[config.mk]
export PLATFORM = sky130hd
export DESIGN_NAME = transmit_descriptor_fetch
export DESIGN_NICKNAME = d
export VERILOG_FILES = /design/src/rtl/txd_pkg.sv /design/src/rtl/transmit_descriptor_fetch.sv
export SDC_FILE = /design/constraint.sdc
export NUM_CORES = 1
export LEC_CHECK = 0
export BUFFER_PORTS_ARGS = -buffer_cell sky130_fd_sc_hd__buf_2
export CORE_ASPECT_RATIO = 0.7
export CORE_MARGIN = 2
export CORE_UTILIZATION = 45
export CTS_CLUSTER_SIZE = 30
export DETAILED_ROUTE_END_ITERATION = 10
export SYNTH_ARGS = -nofsm -noshare
export SYNTH_HDL_FRONTEND = slang
export SYNTH_SLANG_ARGS = --single-unit
[constraint.sdc]
create_clock -name ref_clk -period 8.13 [get_ports ref_clk]
set_clock_uncertainty 0.1 [all_clocks]
set_input_delay 0 -clock ref_clk [delete_from_list [all_inputs] [get_ports ref_clk]]
set_output_delay 0 -clock ref_clk [all_outputs]
set_load 0.1 [all_outputs]
[src/rtl/txd_pkg.sv]
// Purpose: Shared constants for the transmit descriptor fetch engine.
// Assumes: Little-endian Dword layout of command blocks and descriptors in host memory.
// Notes:   Byte offsets are APB byte addresses; bit positions are within 32-bit words.
package txd_pkg;
    // APB register byte offsets.
    localparam logic [7:0]  CTRL_OFF      = 8'h00;
    localparam logic [7:0]  CBADDR_OFF    = 8'h04;
    localparam logic [7:0]  STATUS_OFF    = 8'h08;
    localparam logic [7:0]  UNDERRUN_OFF  = 8'h0c;
    localparam logic [7:0]  FRAMES_OFF    = 8'h10;
    // Control register bit positions.
    localparam int          CTRL_START    = 0;
    localparam int          CTRL_EXT      = 1;
    localparam int          CTRL_DYN      = 2;
    localparam int          CTRL_LEGACY   = 3;
    localparam logic [31:0] CTRL_RESET    = 32'h0000_0000;
    // Command block status and command word.
    localparam int          STAT_C        = 15;
    localparam int          STAT_OK       = 13;
    localparam int          STAT_U        = 12;
    localparam int          CMD_LAYOUT    = 19;
    // Command block word 3 fields.
    localparam int          IMM_LSB       = 0;
    localparam int          IMM_W         = 14;
    localparam int          EOF_BIT       = 15;
    localparam int          THR_LSB       = 16;
    localparam int          NUM_LSB       = 24;
    // Buffer descriptor control word.
    localparam int          DESC_EL       = 16;
    localparam int          SIZE_W        = 14;
    // Memory layout figures.
    localparam logic [31:0] NULL_PTR      = 32'hffff_ffff;
    localparam logic [31:0] IMM_OFF       = 32'h0000_0010;
    localparam logic [31:0] ARRAY_OFF     = 32'h0000_0008;
    localparam logic [3:0]  STD_WORDS     = 4'h4;
    localparam logic [3:0]  EXT_WORDS     = 4'h8;
    localparam logic [3:0]  DESC_WORDS    = 4'h2;
    localparam logic [7:0]  EMBEDDED_DESC = 8'h02;
    localparam logic [7:0]  DYN_COUNT     = 8'hff;
    localparam int          THR_SHIFT     = 3;
    localparam int          MAX_IMM       = 2600;

    typedef enum logic [2:0] {
        S_IDLE, S_FETCH, S_IMM, S_NEXT, S_TBD, S_CHECK, S_BUF, S_STATUS
    } state_e;
endpackage

[src/rtl/transmit_descriptor_fetch.sv]
// Purpose: Fetches a transmit command block and its buffer descriptors, hands the
//          immediate data and each buffer to the transmit data mover, gates the wire
//          start on the FIFO threshold and writes the status word back once.
// Assumes: Memory and data mover ports are on ref_clk; software starts one block at a time.
// Notes:   Statistics counters are readable over APB and never written to memory.
// How it works
// - Completion bit 15 is written once DMA has moved the last byte, before wire end.
// - Wire completion bumps the frame counter and clears wire start, never writes the command block.
// - Success bit 13 is always written together with completion.
// - Underrun bit 12 reports underruns up to the write-back request; counter increments on every one.
// - Flexible layout uses the array pointer; simplified layout carries all-ones.
// - Descriptor N sits at array plus N*8, its control word at N*8+4.
// - A zero descriptor count means no descriptors at all.
// - Older generation ends the frame on the descriptor count only.
// - Wire start waits for threshold times 8 bytes in the transmit FIFO.
// - The whole-frame flag is ignored by the hardware.
// - Immediate data is read from block offset 10h for a 14-bit count.
// - Any immediate count up to 2600, odd included, is moved unchanged.
// - Simplified layout takes the full frame from the immediate count.
// - Flexible layout with zero immediate count takes all data from buffers.
// - Extended blocks are fetched as one 8-Dword burst instead of 4.
// - In extended blocks the array pointer addresses the third descriptor.
// - In extended blocks the count includes the two embedded descriptors.
// - Extended blocks are always flexible; embedded pointers are nonzero.
// - The layout select bit picks simplified or flexible layout.
// - Newer generations end the frame at a descriptor with its last flag.
// - In dynamic mode a zero buffer pointer is dropped and re-read.
module transmit_descriptor_fetch
    import txd_pkg::*;
#(
    parameter int FIFO_W = 12
) (
    input  wire logic              ref_clk,
    input  wire logic              resetn,
    input  wire logic [7:0]        paddr,
    input  wire logic              psel,
    input  wire logic              penable,
    input  wire logic              pwrite,
    input  wire logic [31:0]       pwdata,
    output logic      [31:0]       prdata,
    output logic                   pready,
    output logic                   pslverr,
    output logic                   memReq,
    output logic                   memWrite,
    output logic      [31:0]       memAddr,
    output logic      [3:0]        memLen,
    output logic      [31:0]       memWdata,
    input  wire logic              memRvalid,
    input  wire logic [31:0]       memRdata,
    input  wire logic              memAck,
    output logic                   dmaReq,
    output logic      [31:0]       dmaAddr,
    output logic      [IMM_W-1:0]  dmaLen,
    input  wire logic              dmaDone,
    input  wire logic [FIFO_W-1:0] fifoLevel,
    output logic                   txStart,
    input  wire logic              underrunIn,
    input  wire logic              wireDoneIn
);
    typedef struct packed {
        state_e             state;
        logic               pready;
        logic [31:0]        prdata;
        logic               pslverr;
        logic               cfgExt;
        logic               cfgDyn;
        logic               cfgLegacy;
        logic [31:0]        cbAddr;
        logic [7:0][31:0]   words;
        logic [3:0]         wordCnt;
        logic               memReq;
        logic               memWrite;
        logic [31:0]        memAddr;
        logic [3:0]         memLen;
        logic [31:0]        memWdata;
        logic               dmaReq;
        logic [31:0]        dmaAddr;
        logic [IMM_W-1:0]   dmaLen;
        logic [7:0]         idx;
        logic               doneDesc;
        logic               lastDesc;
        logic               embedded;
        logic [31:0]        dPtr;
        logic [31:0]        dCtl;
        logic               underrunPend;
        logic [15:0]        underrunCount;
        logic [15:0]        frameCount;
        logic               frameLive;
        logic               txStart;
    } state_s;

    state_s r;
    state_s next_r;

    logic             flexible;
    logic             noDesc;
    logic [7:0]       descCount;
    logic [7:0]       threshold;
    logic [IMM_W-1:0] immCount;
    logic [7:0]       arrayIdx;
    logic [FIFO_W:0]  thrBytes;

    always_comb begin
        // Extended blocks are flexible regardless of the layout bit.
        flexible  = r.cfgExt || r.words[0][CMD_LAYOUT];
        descCount = r.words[3][NUM_LSB +: 8];
        threshold = r.words[3][THR_LSB +: 8];
        immCount  = r.words[3][IMM_LSB +: IMM_W];
        // The whole-frame flag is deliberately never read.
        noDesc    = !flexible || (descCount == 8'h00);
        // Embedded descriptors take the first two places of the count.
        arrayIdx  = r.cfgExt ? r.idx - EMBEDDED_DESC : r.idx;
        thrBytes  = (FIFO_W + 1)'({threshold, {THR_SHIFT{1'b0}}});
    end

    always_comb begin
        next_r = r;

        // APB slave: one wait state, answer registered.
        next_r.pready  = 1'b0;
        next_r.pslverr = 1'b0;
        if (psel && penable && !r.pready) begin
            next_r.pready = 1'b1;
            next_r.prdata = 32'h0000_0000;
            if (paddr == CTRL_OFF) begin
                if (pwrite) begin
                    next_r.cfgExt    = pwdata[CTRL_EXT];
                    next_r.cfgDyn    = pwdata[CTRL_DYN];
                    next_r.cfgLegacy = pwdata[CTRL_LEGACY];
                end else begin
                    next_r.prdata[CTRL_EXT]    = r.cfgExt;
                    next_r.prdata[CTRL_DYN]    = r.cfgDyn;
                    next_r.prdata[CTRL_LEGACY] = r.cfgLegacy;
                end
            end else if (paddr == CBADDR_OFF) begin
                if (pwrite) begin
                    next_r.cbAddr = pwdata;
                end else begin
                    next_r.prdata = r.cbAddr;
                end
            end else if (paddr == STATUS_OFF) begin
                next_r.prdata[0] = (r.state != S_IDLE);
                next_r.prdata[1] = r.frameLive;
                next_r.prdata[2] = r.underrunPend;
                next_r.prdata[3] = r.txStart;
            end else if (paddr == UNDERRUN_OFF) begin
                next_r.prdata[15:0] = r.underrunCount;
            end else if (paddr == FRAMES_OFF) begin
                next_r.prdata[15:0] = r.frameCount;
            end else begin
                next_r.pslverr = 1'b1;
            end
        end

        case (r.state)
            S_IDLE: begin
                if (psel && penable && !r.pready && pwrite && paddr == CTRL_OFF
                        && pwdata[CTRL_START]) begin
                    next_r.memReq    = 1'b1;
                    next_r.memWrite  = 1'b0;
                    next_r.memAddr   = r.cbAddr;
                    // Mode bits written together with start apply to this very block.
                    next_r.memLen    = pwdata[CTRL_EXT] ? EXT_WORDS : STD_WORDS;
                    next_r.wordCnt   = 4'h0;
                    next_r.idx       = 8'h00;
                    next_r.doneDesc  = 1'b0;
                    next_r.frameLive = 1'b1;
                    next_r.txStart   = 1'b0;
                    next_r.state     = S_FETCH;
                end
            end
            S_FETCH: begin
                if (memRvalid) begin
                    next_r.words[r.wordCnt[2:0]] = memRdata;
                    next_r.wordCnt = r.wordCnt + 4'h1;
                    if (r.wordCnt == r.memLen - 4'h1) begin
                        next_r.memReq = 1'b0;
                        next_r.state  = S_IMM;
                    end
                end
            end
            S_IMM: begin
                // Immediate data first; the count is moved as given, odd or not.
                if (!r.dmaReq && immCount != '0) begin
                    next_r.dmaReq  = 1'b1;
                    next_r.dmaAddr = r.cbAddr + IMM_OFF;
                    next_r.dmaLen  = immCount;
                end else if (!r.dmaReq) begin
                    next_r.state = S_NEXT;
                end else if (dmaDone) begin
                    next_r.dmaReq = 1'b0;
                    next_r.state  = S_NEXT;
                end
            end
            S_NEXT: begin
                if (noDesc || r.doneDesc) begin
                    next_r.state = S_STATUS;
                end else if (r.cfgExt && r.idx < EMBEDDED_DESC) begin
                    next_r.dPtr     = r.words[3'(4 + 2 * r.idx)];
                    next_r.dCtl     = r.words[3'(5 + 2 * r.idx)];
                    next_r.embedded = 1'b1;
                    next_r.state    = S_CHECK;
                end else begin
                    next_r.memReq   = 1'b1;
                    next_r.memWrite = 1'b0;
                    next_r.memAddr  = r.words[2] + ARRAY_OFF * 32'(arrayIdx);
                    next_r.memLen   = DESC_WORDS;
                    next_r.wordCnt  = 4'h0;
                    next_r.embedded = 1'b0;
                    next_r.state    = S_TBD;
                end
            end
            S_TBD: begin
                if (memRvalid) begin
                    next_r.wordCnt = r.wordCnt + 4'h1;
                    if (r.wordCnt == 4'h0) begin
                        next_r.dPtr = memRdata;
                    end else begin
                        next_r.dCtl   = memRdata;
                        next_r.memReq = 1'b0;
                        next_r.state  = S_CHECK;
                    end
                end
            end
            S_CHECK: begin
                if (r.cfgDyn && !r.embedded && r.dPtr == 32'h0000_0000) begin
                    // Invalid pointer: drop it and read the same slot again.
                    next_r.state = S_NEXT;
                end else begin
                    next_r.lastDesc = (r.idx + 8'h01 == descCount)
                        || (!r.cfgLegacy && r.dCtl[DESC_EL]);
                    if (r.dCtl[SIZE_W-1:0] != '0) begin
                        next_r.dmaReq  = 1'b1;
                        next_r.dmaAddr = r.dPtr;
                        next_r.dmaLen  = r.dCtl[SIZE_W-1:0];
                        next_r.state   = S_BUF;
                    end else begin
                        next_r.idx      = r.idx + 8'h01;
                        next_r.doneDesc = next_r.lastDesc;
                        next_r.state    = S_NEXT;
                    end
                end
            end
            S_BUF: begin
                if (dmaDone) begin
                    next_r.dmaReq   = 1'b0;
                    next_r.idx      = r.idx + 8'h01;
                    next_r.doneDesc = r.lastDesc;
                    next_r.state    = S_NEXT;
                end
            end
            S_STATUS: begin
                // All three flags leave in one Dword; the command half is kept.
                if (!r.memReq) begin
                    next_r.memReq   = 1'b1;
                    next_r.memWrite = 1'b1;
                    next_r.memAddr  = r.cbAddr;
                    next_r.memWdata = {r.words[0][31:16], 1'b1, 1'b0, 1'b1,
                                       r.underrunPend, 12'h000};
                end else if (memAck) begin
                    next_r.memReq       = 1'b0;
                    next_r.memWrite     = 1'b0;
                    next_r.underrunPend = 1'b0;
                    next_r.state        = S_IDLE;
                end
            end
            default: begin
                next_r.state = S_IDLE;
            end
        endcase

        // An underrun in the write-back cycle is kept for the next block.
        if (underrunIn) begin
            next_r.underrunPend  = 1'b1;
            next_r.underrunCount = r.underrunCount + 16'h0001;
        end
        // Wire completion bumps the frame counter and clears wire start, never touches memory.
        // A block started in the wire-end cycle keeps its own frame live.
        if (wireDoneIn) begin
            next_r.frameCount = r.frameCount + 16'h0001;
            next_r.frameLive  = (r.state == S_IDLE) && (next_r.state == S_FETCH);
            next_r.txStart    = 1'b0;
        end else if (r.frameLive && r.state != S_FETCH && next_r.state != S_FETCH
                && (FIFO_W + 1)'(fifoLevel) >= thrBytes) begin
            // The threshold word is stale until the block fetch has finished.
            next_r.txStart = 1'b1;
        end
    end

    always_ff @(posedge ref_clk) begin
        if (!resetn) begin
            r <= '0;
        end else begin
            r <= next_r;
        end
    end

    assign prdata   = r.prdata;
    assign pready   = r.pready;
    assign pslverr  = r.pslverr;
    assign memReq   = r.memReq;
    assign memWrite = r.memWrite;
    assign memAddr  = r.memAddr;
    assign memLen   = r.memLen;
    assign memWdata = r.memWdata;
    assign dmaReq   = r.dmaReq;
    assign dmaAddr  = r.dmaAddr;
    assign dmaLen   = r.dmaLen;
    assign txStart  = r.txStart;
endmodule

==> flow_summary.toml, run 1 <==
[drt]
drt-vias-per-instance = 5.74
initialDrtViolationCount = 2155
vias = 20500
drt_drc_violations_left = 0
route.antenna.remaining_nets = 0
totalWireLength_um = 74700
drt_pass1_iterations = 8
wl_per_cell_um = 20.9

[run_status]
outcome = "complete, no violations"

[clock_network]
clkLatencyLatePin_ns = 0.58
cts_tree = "yes"
clkSlewWorstSetupHoldPaths_ns = 0.07
tritoncts.num_buffers = 46
root_buffer = "sky130_fd_sc_hd__clkbuf_16"
cts_max_path_buffers = 3
cts_htree_levels = 2
tritoncts_num_sinks = 474

[placed_design]
place.detailed.hpwl_um = 51100
finalWeightedCongestion = 0.898
portBuffers = 231

[power_and_ir_drop]
sequentialPowerShare_pct = 49.0
power.clock.fraction_pct = 47.0
p_int_mw = 3.69
static-leakage-power_nw = 9.03
power_frac_comb_pct = 4.1
power.switching_fraction_pct = 22.6
peakVddDrop_mv = 0.144
p_switching_mw = 1.07
pwr_density_cell_nw_per_um2 = 186

[run]
cap_viol_max_count = 0

[global_route]
grt_pass1_vias = 18700
globalRoute.totalOverflow = 0
gr_util_all_layers_pct = 27.4
grt_max_degree = 210
grt_pass1_wl_um = 112000
grt_antenna_before_repair = 3

[die]
io_pins = 246
die_outline_height_um = 193
core-area_um2 = 50400
die_x_um = 273
start_util_pct = 45.3
floorplan.die_area_um2 = 52600
placement_row_count = 69

[setup_path]
worst_path_dominant_cell_family = "compound AO/OA/AOI/OAI gates"
crit_fanout = 52
critical_path_required_ns = 8.52
critical_path.most_common_cell = "sky130_fd_sc_hd__o21ai_0"
crit_path_top_delay_cell = "sky130_fd_sc_hd__buf_4"
cp_buf_inv_count = 2
critPathKind = "flip-flop to flip-flop"
crit_arrival_ns = 4.77
crit_path_max_incr_delay_ns = 0.74
timing.critical_path.from_type = "flip-flop"
worstPathCellList = "buf_4 -> inv_1 -> ha_1 -> nand2_1 -> xnor2_1 -> ha_1 -> o21ai_0 -> o21a_1 -> o21ai_0 -> a21oi_1 -> or4_1 -> a31o_2 -> o21ai_0"
worstSetupEndpointType = "flip-flop"

[logic_synthesis]
ys_dominant_reg_cell = "sky130_fd_sc_hd__dfxtp_1"
synth_cells = 2832
postSynth.asyncResetShare_pct = 0
post_synth_instance_area_um2 = 22800
number_of_warnings_printed_during_yosys_synthesis = 0
synth_edf_count = 0
synth.lib_cells_used.distinct = 72
postSynthAreaPerCell_um2 = 8.07
synth_seq_area_share_pct = 41.5
synth-seq-cells = 474

[sta]
final_hold_viol_count = 0
final-setup-viol-count = 0
timing_max_transition_violations_final = 0
final.period_utilization_pct = 53.9
timing.slew.headroom_pct = 16.3
rsz0062_at_grt = "no"
finalSetupTns_ns = 0
maxClockFrequency_ghz = 0.228
pin_slew_with_the_least_headroom_to_its_limit_ns = 1.25
final_period_minus_worst_setup_slack_ns = 4.38

[finish]
drive_gt1_share_pct = 14.1
antenna-diode-count = 0
most-common-layout-cells = "sky130_fd_sc_hd__nand2_1 (644), sky130_fd_sc_hd__dfxtp_1 (472), sky130_fd_sc_hd__a21oi_1 (322), sky130_fd_sc_hd__buf_2 (231), sky130_fd_sc_hd__nor2_1 (229)"
fillerInstances = 4806
leading_cell_type_in_the_layout_fill_and_taps_excluded = "sky130_fd_sc_hd__nand2_1"
design.final.nets = 2989
final_core_util_pct = 50.8
area_growth_pct = 12.2

[hold_path]
timing.hold.worst.class = "input pin to flip-flop"
## metrics by stage
step	instance area, um^2	hold slack [ns]	power (mW)	cells	setup WS (ns)
after global routing	25600	0.124	4.90	3574	3.41
after detailed placement	23200	0.151	2.54	3410	3.82
after floorplan	22900	0.0360	2.49	2845	4.08
final	25600	0.0946	4.76	3574	3.75
after CTS	25600	0.0756	4.79	3573	3.80
after global placement	23200	0.148	2.54	3410	3.96
## cell families after synthesis
group	after synthesis	synth area share, %
fa+ha+maj	28	1.57
compound gates	582	15.4
mux	106	7.23
buf+inv	399	8.97
xor+xnor	96	3.68
flops	474	41.5
other cells	1	0.0164
simple gates	1146	21.6
## routing by layer
metal / up-vias / share of wire (%) / global-route usage (%)
met5: - / 0.032 / 0
met4: 4 / 2.6 / 7.59
met3: 141 / 8.3 / 5.18
met2: 803 / 43 / 41.9
met1: 9906 / 46 / 39.4
li1: 9672 / - / -
## cell type report
| class | count | area [um^2] | share of cell area (%) |
|---|---|---|---|
| flip-flops and latches | 474 | 9490 | 37.0 |
| repair buffers | 341 | 2220 | 8.66 |
| multi-input cells | 1972 | 11400 | 44.5 |
| clock buffers | 70 | 1390 | 5.43 |
| inverters | 32 | 128 | 0.498 |
| clock inverters | 11 | 159 | 0.620 |
| well taps | 674 | 843 | 3.29 |
## worst min-delay path: cells and delay by family
kind	cells	cell delay, ns
AO/OA/AOI/OAI	1	0.10
buffers and inverters	1	0.07
AND/OR/NAND/NOR	3	0.51
## flip-flops by register name (all words and copies together), names as in the netlist
register   flops
txStart        1
r            315
dmaReq         1
memAddr       32
pready         1
dmaAddr       32
dmaLen        14
memWrite       1
memLen         3
memReq         1
descCount      8
prdata        32
memWdata      18
immCount      14
pslverr        1
## power groups by stage
stage / combinational, mW / sequential (mW) / clock, mW
final: 0.193 / 2.33 / 2.24
after global routing: 0.205 / 2.33 / 2.36
after CTS: 0.190 / 2.33 / 2.27
after detailed placement: 0.159 / 2.38 / 0
after global placement: 0.158 / 2.38 / 0
after floorplan: 0.105 / 2.38 / 0
## repair_timing
item,CTS,global route
buffers inserted,0,0
hold buffers,82,0
setup endpoints to repair,0,0
gates resized for setup,0,0
endpoints found under the hold margin,327,0
## Yosys cell counts (5+ instances only)
library cell                 n  share of area [%]
sky130_fd_sc_hd__nand2b_1    8               0.22
sky130_fd_sc_hd__nand3_1    89                2.0
sky130_fd_sc_hd__dfxtp_1   474                 42
sky130_fd_sc_hd__buf_4     146                4.8
sky130_fd_sc_hd__and4_1     10               0.38
sky130_fd_sc_hd__or2_2       6               0.16
sky130_fd_sc_hd__nand2_1   645                 11
sky130_fd_sc_hd__inv_1      31               0.51
sky130_fd_sc_hd__o221ai_1   10               0.38
sky130_fd_sc_hd__nor3_1     22               0.48
sky130_fd_sc_hd__a22oi_1    18               0.59
sky130_fd_sc_hd__and3_1     26               0.71
sky130_fd_sc_hd__nor2_1    232                3.8
sky130_fd_sc_hd__a221oi_1   20               0.77
sky130_fd_sc_hd__buf_1      11               0.18
sky130_fd_sc_hd__nor2b_1     5               0.14
sky130_fd_sc_hd__xnor2_1    52                2.0
sky130_fd_sc_hd__or3_1      10               0.27
sky130_fd_sc_hd__mux4_2     47                4.6
sky130_fd_sc_hd__o211ai_1   15               0.49
sky130_fd_sc_hd__nor4_1     23               0.63
sky130_fd_sc_hd__o41ai_1     6               0.23
sky130_fd_sc_hd__clkbuf_1  208                3.4
sky130_fd_sc_hd__o21ai_0    71                1.6
sky130_fd_sc_hd__o21a_1      5               0.16
sky130_fd_sc_hd__a211oi_1   42                1.4
sky130_fd_sc_hd__a21oi_1   322                7.1
sky130_fd_sc_hd__and2_1     18               0.49
sky130_fd_sc_hd__nand4_1    21               0.58
sky130_fd_sc_hd__a311oi_1   26                1.0
sky130_fd_sc_hd__ha_1       27                1.5
sky130_fd_sc_hd__mux2i_1    57                2.5
sky130_fd_sc_hd__or4_1       5               0.16
sky130_fd_sc_hd__a222oi_1   12               0.53
sky130_fd_sc_hd__nor4b_1     9               0.35
sky130_fd_sc_hd__xor2_1     44                1.7
## path summary, 6_finish.rpt
path                            depth (start not counted)  slack [ns]           to      from
worst max-delay path                                   13        3.75  memAddr[18]    r[103]
worst min-delay path                                    5        0.09         r[1]  paddr[6]
worst max register to register                         13        3.75  memAddr[18]    r[103]
worst min register to register                          2        0.35       r[239]    r[239]
No activity file was read; power rests on OpenSTA's default activity.
==> run 2: changes to the inputs <==
--- a/config.mk
+++ b/config.mk
@@ -5,6 +5,7 @@
 export SDC_FILE = /design/constraint.sdc
 export NUM_CORES = 1
 export LEC_CHECK = 0
+export ABC_AREA = 1
 export BUFFER_PORTS_ARGS = -buffer_cell sky130_fd_sc_hd__buf_2
 export CORE_ASPECT_RATIO = 0.7
 export CORE_MARGIN = 2
==> constraint.sdc (replaced) <==
create_clock -name ref_clk -period 4.4 [get_ports ref_clk]
set_clock_uncertainty 0.1 [all_clocks]
set_input_delay 0 -clock ref_clk [delete_from_list [all_inputs] [get_ports ref_clk]]
set_output_delay 0 -clock ref_clk [all_outputs]
set_load 0.1 [all_outputs]
==> flow_summary.toml, run 2 <==
[drt]
drt_drc_violations_left = 0
totalWireLength_um = 87600
initialDrtViolationCount = 2867
drt_pass1_iterations = 6
wl_per_cell_um = 21.0
drt-vias-per-instance = 5.65
vias = 23600
route.antenna.remaining_nets = 0

[run]
cap_viol_max_count = 0

[global_route]
gr_util_all_layers_pct = 31.5
grt_pass1_wl_um = 133000
globalRoute.totalOverflow = 0
grt_max_degree = 236
grt_antenna_before_repair = 2
grt_pass1_vias = 21800

[finish]
top_reg_by_flops = "r"
drive_gt1_share_pct = 11.9
register_area_um2 = 9490
design.final.nets = 3570
fillerInstances = 5200
final_core_util_pct = 51.1
area_growth_pct = 12.9
leading_cell_type_in_the_layout_fill_and_taps_excluded = "sky130_fd_sc_hd__nand2_1"
combined_area_of_the_multi_input_logic_cells_um2 = 11100
most-common-layout-cells = "sky130_fd_sc_hd__nand2_1 (598), sky130_fd_sc_hd__dfxtp_1 (473), sky130_fd_sc_hd__a21oi_1 (431), sky130_fd_sc_hd__o21ai_0 (404), sky130_fd_sc_hd__nor2_1 (342)"
max_reg_flops = 315

[sta]
rsz0062_at_grt = "no"
final_hold_viol_count = 0
final-setup-viol-count = 0
timing.slew.headroom_pct = 25.7
pin_slew_with_the_least_headroom_to_its_limit_ns = 1.11
maxClockFrequency_ghz = 0.236
finalSetupTns_ns = 0
timing_max_transition_violations_final = 0
final.period_utilization_pct = 96.3
final_period_minus_worst_setup_slack_ns = 4.24

[hold_path]
hold_end = "r[494]"
min_from = "pwdata[7]"
min_path_cells = 4
timing.hold.worst.class = "input pin to flip-flop"

[power_and_ir_drop]
static-leakage-power_nw = 11.1
pwr_density_cell_nw_per_um2 = 344
post-layout-total-power_mw = 9.14
peakVddDrop_mv = 0.249

[setup_path]
critPathKind = "input pin to flip-flop"
cp_buf_inv_count = 6
crit_path_top_delay_cell = "sky130_fd_sc_hd__dlygate4sd3_1"
worstPathCellList = "dlygate4sd3_1 -> buf_2 -> nor2_2 -> dlygate4sd3_1 -> nand2_1 -> nor2_2 -> dlygate4sd3_1 -> nand2_2 -> dlygate4sd3_1 -> nor3_4 -> nand2_2 -> nor3_1 -> nand2_1 -> dlygate4sd3_1 -> a21oi_1"
critical_path.most_common_cell = "sky130_fd_sc_hd__dlygate4sd3_1"
worstRegToRegCells = 8
crit_fanout = 8
critical_path_required_ns = 4.81
timing.critical_path.from_type = "input pin"
worstSetupEndpointType = "flip-flop"
timing.rr.end = "r[91]"
worst_path_dominant_cell_family = "buffers and inverters"
crit_path_max_incr_delay_ns = 0.61
critical_path.startpoint = "paddr[0]"
crit_arrival_ns = 4.65
regToRegStartpoint = "r[558]"
rrSetupSlack_ns = 0.60

[logic_synthesis]
yosys.area.top_type_share_pct = 40.3
postSynthAreaPerCell_um2 = 6.98
post_synth_top_area_cell = "sky130_fd_sc_hd__dfxtp_1"
number_of_warnings_printed_during_yosys_synthesis = 0
post_synth_instance_area_um2 = 23500
postSynth.asyncResetShare_pct = 0
synth_cells = 3372
synth_edf_count = 0
synth.lib_cells_used.distinct = 49
synth_top_cells_by_area = "sky130_fd_sc_hd__dfxtp_1 (40%), sky130_fd_sc_hd__nand2_1 (9.5%), sky130_fd_sc_hd__a21oi_1 (9.2%), sky130_fd_sc_hd__o21ai_0 (8.6%), sky130_fd_sc_hd__nor2_1 (5.5%)"
synth.most_common_cell = "sky130_fd_sc_hd__nand2_1"
synth_seq_area_share_pct = 40.3
ys_dominant_reg_cell = "sky130_fd_sc_hd__dfxtp_1"
synth-seq-cells = 474
synth_top_cells_by_count = "sky130_fd_sc_hd__nand2_1 (598), sky130_fd_sc_hd__dfxtp_1 (474), sky130_fd_sc_hd__a21oi_1 (431), sky130_fd_sc_hd__o21ai_0 (404), sky130_fd_sc_hd__nor2_1 (342)"

[clock_network]
clkLatencyLatePin_ns = 0.60
root_buffer = "sky130_fd_sc_hd__clkbuf_16"
post_cts.repair.setup_buffers = 0
cts_htree_levels = 2
cts_max_path_buffers = 3
tritoncts.num_buffers = 48
clkSlewWorstSetupHoldPaths_ns = 0.07
tritoncts_num_sinks = 474
cts_tree = "yes"

[die]
core-area_um2 = 51900
floorplan.die_area_um2 = 54200
die_x_um = 277
die_outline_height_um = 195
io_pins = 246
start_util_pct = 45.3
placement_row_count = 70

[placed_design]
portBuffers = 231
place.detailed.hpwl_um = 61700
finalWeightedCongestion = 0.964

[run_status]
outcome = "complete, no violations"
-- run 2: changes by cell type after synthesis, moves of 24 or more --
cell                       delta
sky130_fd_sc_hd__o21ai_0    +333
sky130_fd_sc_hd__inv_1      +209
sky130_fd_sc_hd__nor2_1     +110
sky130_fd_sc_hd__a21oi_1    +109
sky130_fd_sc_hd__nand3_1     +99
sky130_fd_sc_hd__clkbuf_1    -77
sky130_fd_sc_hd__mux2i_1     -57
sky130_fd_sc_hd__buf_2       +48
sky130_fd_sc_hd__mux4_2      -47
sky130_fd_sc_hd__nand2_1     -47
sky130_fd_sc_hd__xnor2_1     -46
sky130_fd_sc_hd__and3_1      -25
sky130_fd_sc_hd__a211oi_1    -24
-- run 2: cell type report --
type                            instances  area share, %
Antenna cell                            1        0.00942
Timing Repair Buffer                  358           8.92
Tap cell                              684           3.22
Inverter                              279           3.95
Clock inverter                         25           1.22
Multi-Input combinational cell       2287           41.9
Sequential cell                       474           35.7
Clock buffer                           63           5.08
-- run 2: logic make-up after synthesis --
logic type,Yosys count,synth area share [%]
flops,474,40.3
xor+xnor,33,1.23
other cells,1,0.0159
buf+inv,624,12.7
fa+ha+maj,28,1.52
compound gates,969,21.9
simple gates,1243,22.3
-- run 2: worst register-to-register path, stage by stage (launching register included) --
cell and delay (ns):
sky130_fd_sc_hd__dfxtp_1 0.52, sky130_fd_sc_hd__inv_2 0.12, sky130_fd_sc_hd__nor2_4 0.61, sky130_fd_sc_hd__inv_2 0.16
sky130_fd_sc_hd__o21ai_2 0.26, sky130_fd_sc_hd__buf_4 0.31, sky130_fd_sc_hd__nand2_2 0.58, sky130_fd_sc_hd__a211oi_1 0.88
sky130_fd_sc_hd__a211oi_1 0.10
-- run 2: power breakdown --
group / leakage [nW] / switching [mW] / internal (mW) / total [mW]
combinational: 6.50 / 0.268 / 0.116 / 0.384
clock: 0.822 / 1.87 / 2.58 / 4.45
sequential: 3.82 / 0.00614 / 4.30 / 4.30
-- run 2: per-stage QoR --
| step | worst slack [ns] | hold slack (ns) | area [um^2] | instances |
|---|---|---|---|---|
| floorplan | 1.21 | -0.0100 | 23600 | 3385 |
| global placement | 0.677 | 0.143 | 23900 | 3987 |
| detailed placement | 0.693 | 0.147 | 23900 | 3987 |
| CTS | 0.224 | 0.0532 | 26500 | 4170 |
| global route | 0.0390 | 0.0924 | 26600 | 4170 |
| finish | 0.163 | 0.0841 | 26600 | 4171 |
-- run 2: how the worst max path moves through the flow --
stage	to	slack, ns	cells after the start
after floorplan	memAddr[29]	1.21	17
after global placement	r[91]	0.68	8
after detailed placement	r[91]	0.69	8
after CTS	r[102]	0.22	17
after global routing	memAddr[23]	0.04	17
final	memLen[3]	0.16	15
-- run 2: what timing repair did --
item,in CTS,in global routing
hold buffers,95,0
hold endpoints to repair,337,0
resized for setup,0,2
setup endpoints to repair,0,8
-- run 2: metal layers --
layer | vias to the layer above | part of all wire [%] | global-route usage [%]
li1 | 11200 | - | -
met3 | 140 | 9.1 | 6.35
met4 | 0 | 2.6 | 8.88
met5 | - | 0 | 0
met2 | 1028 | 42 | 47.2
met1 | 11200 | 46 | 45.8
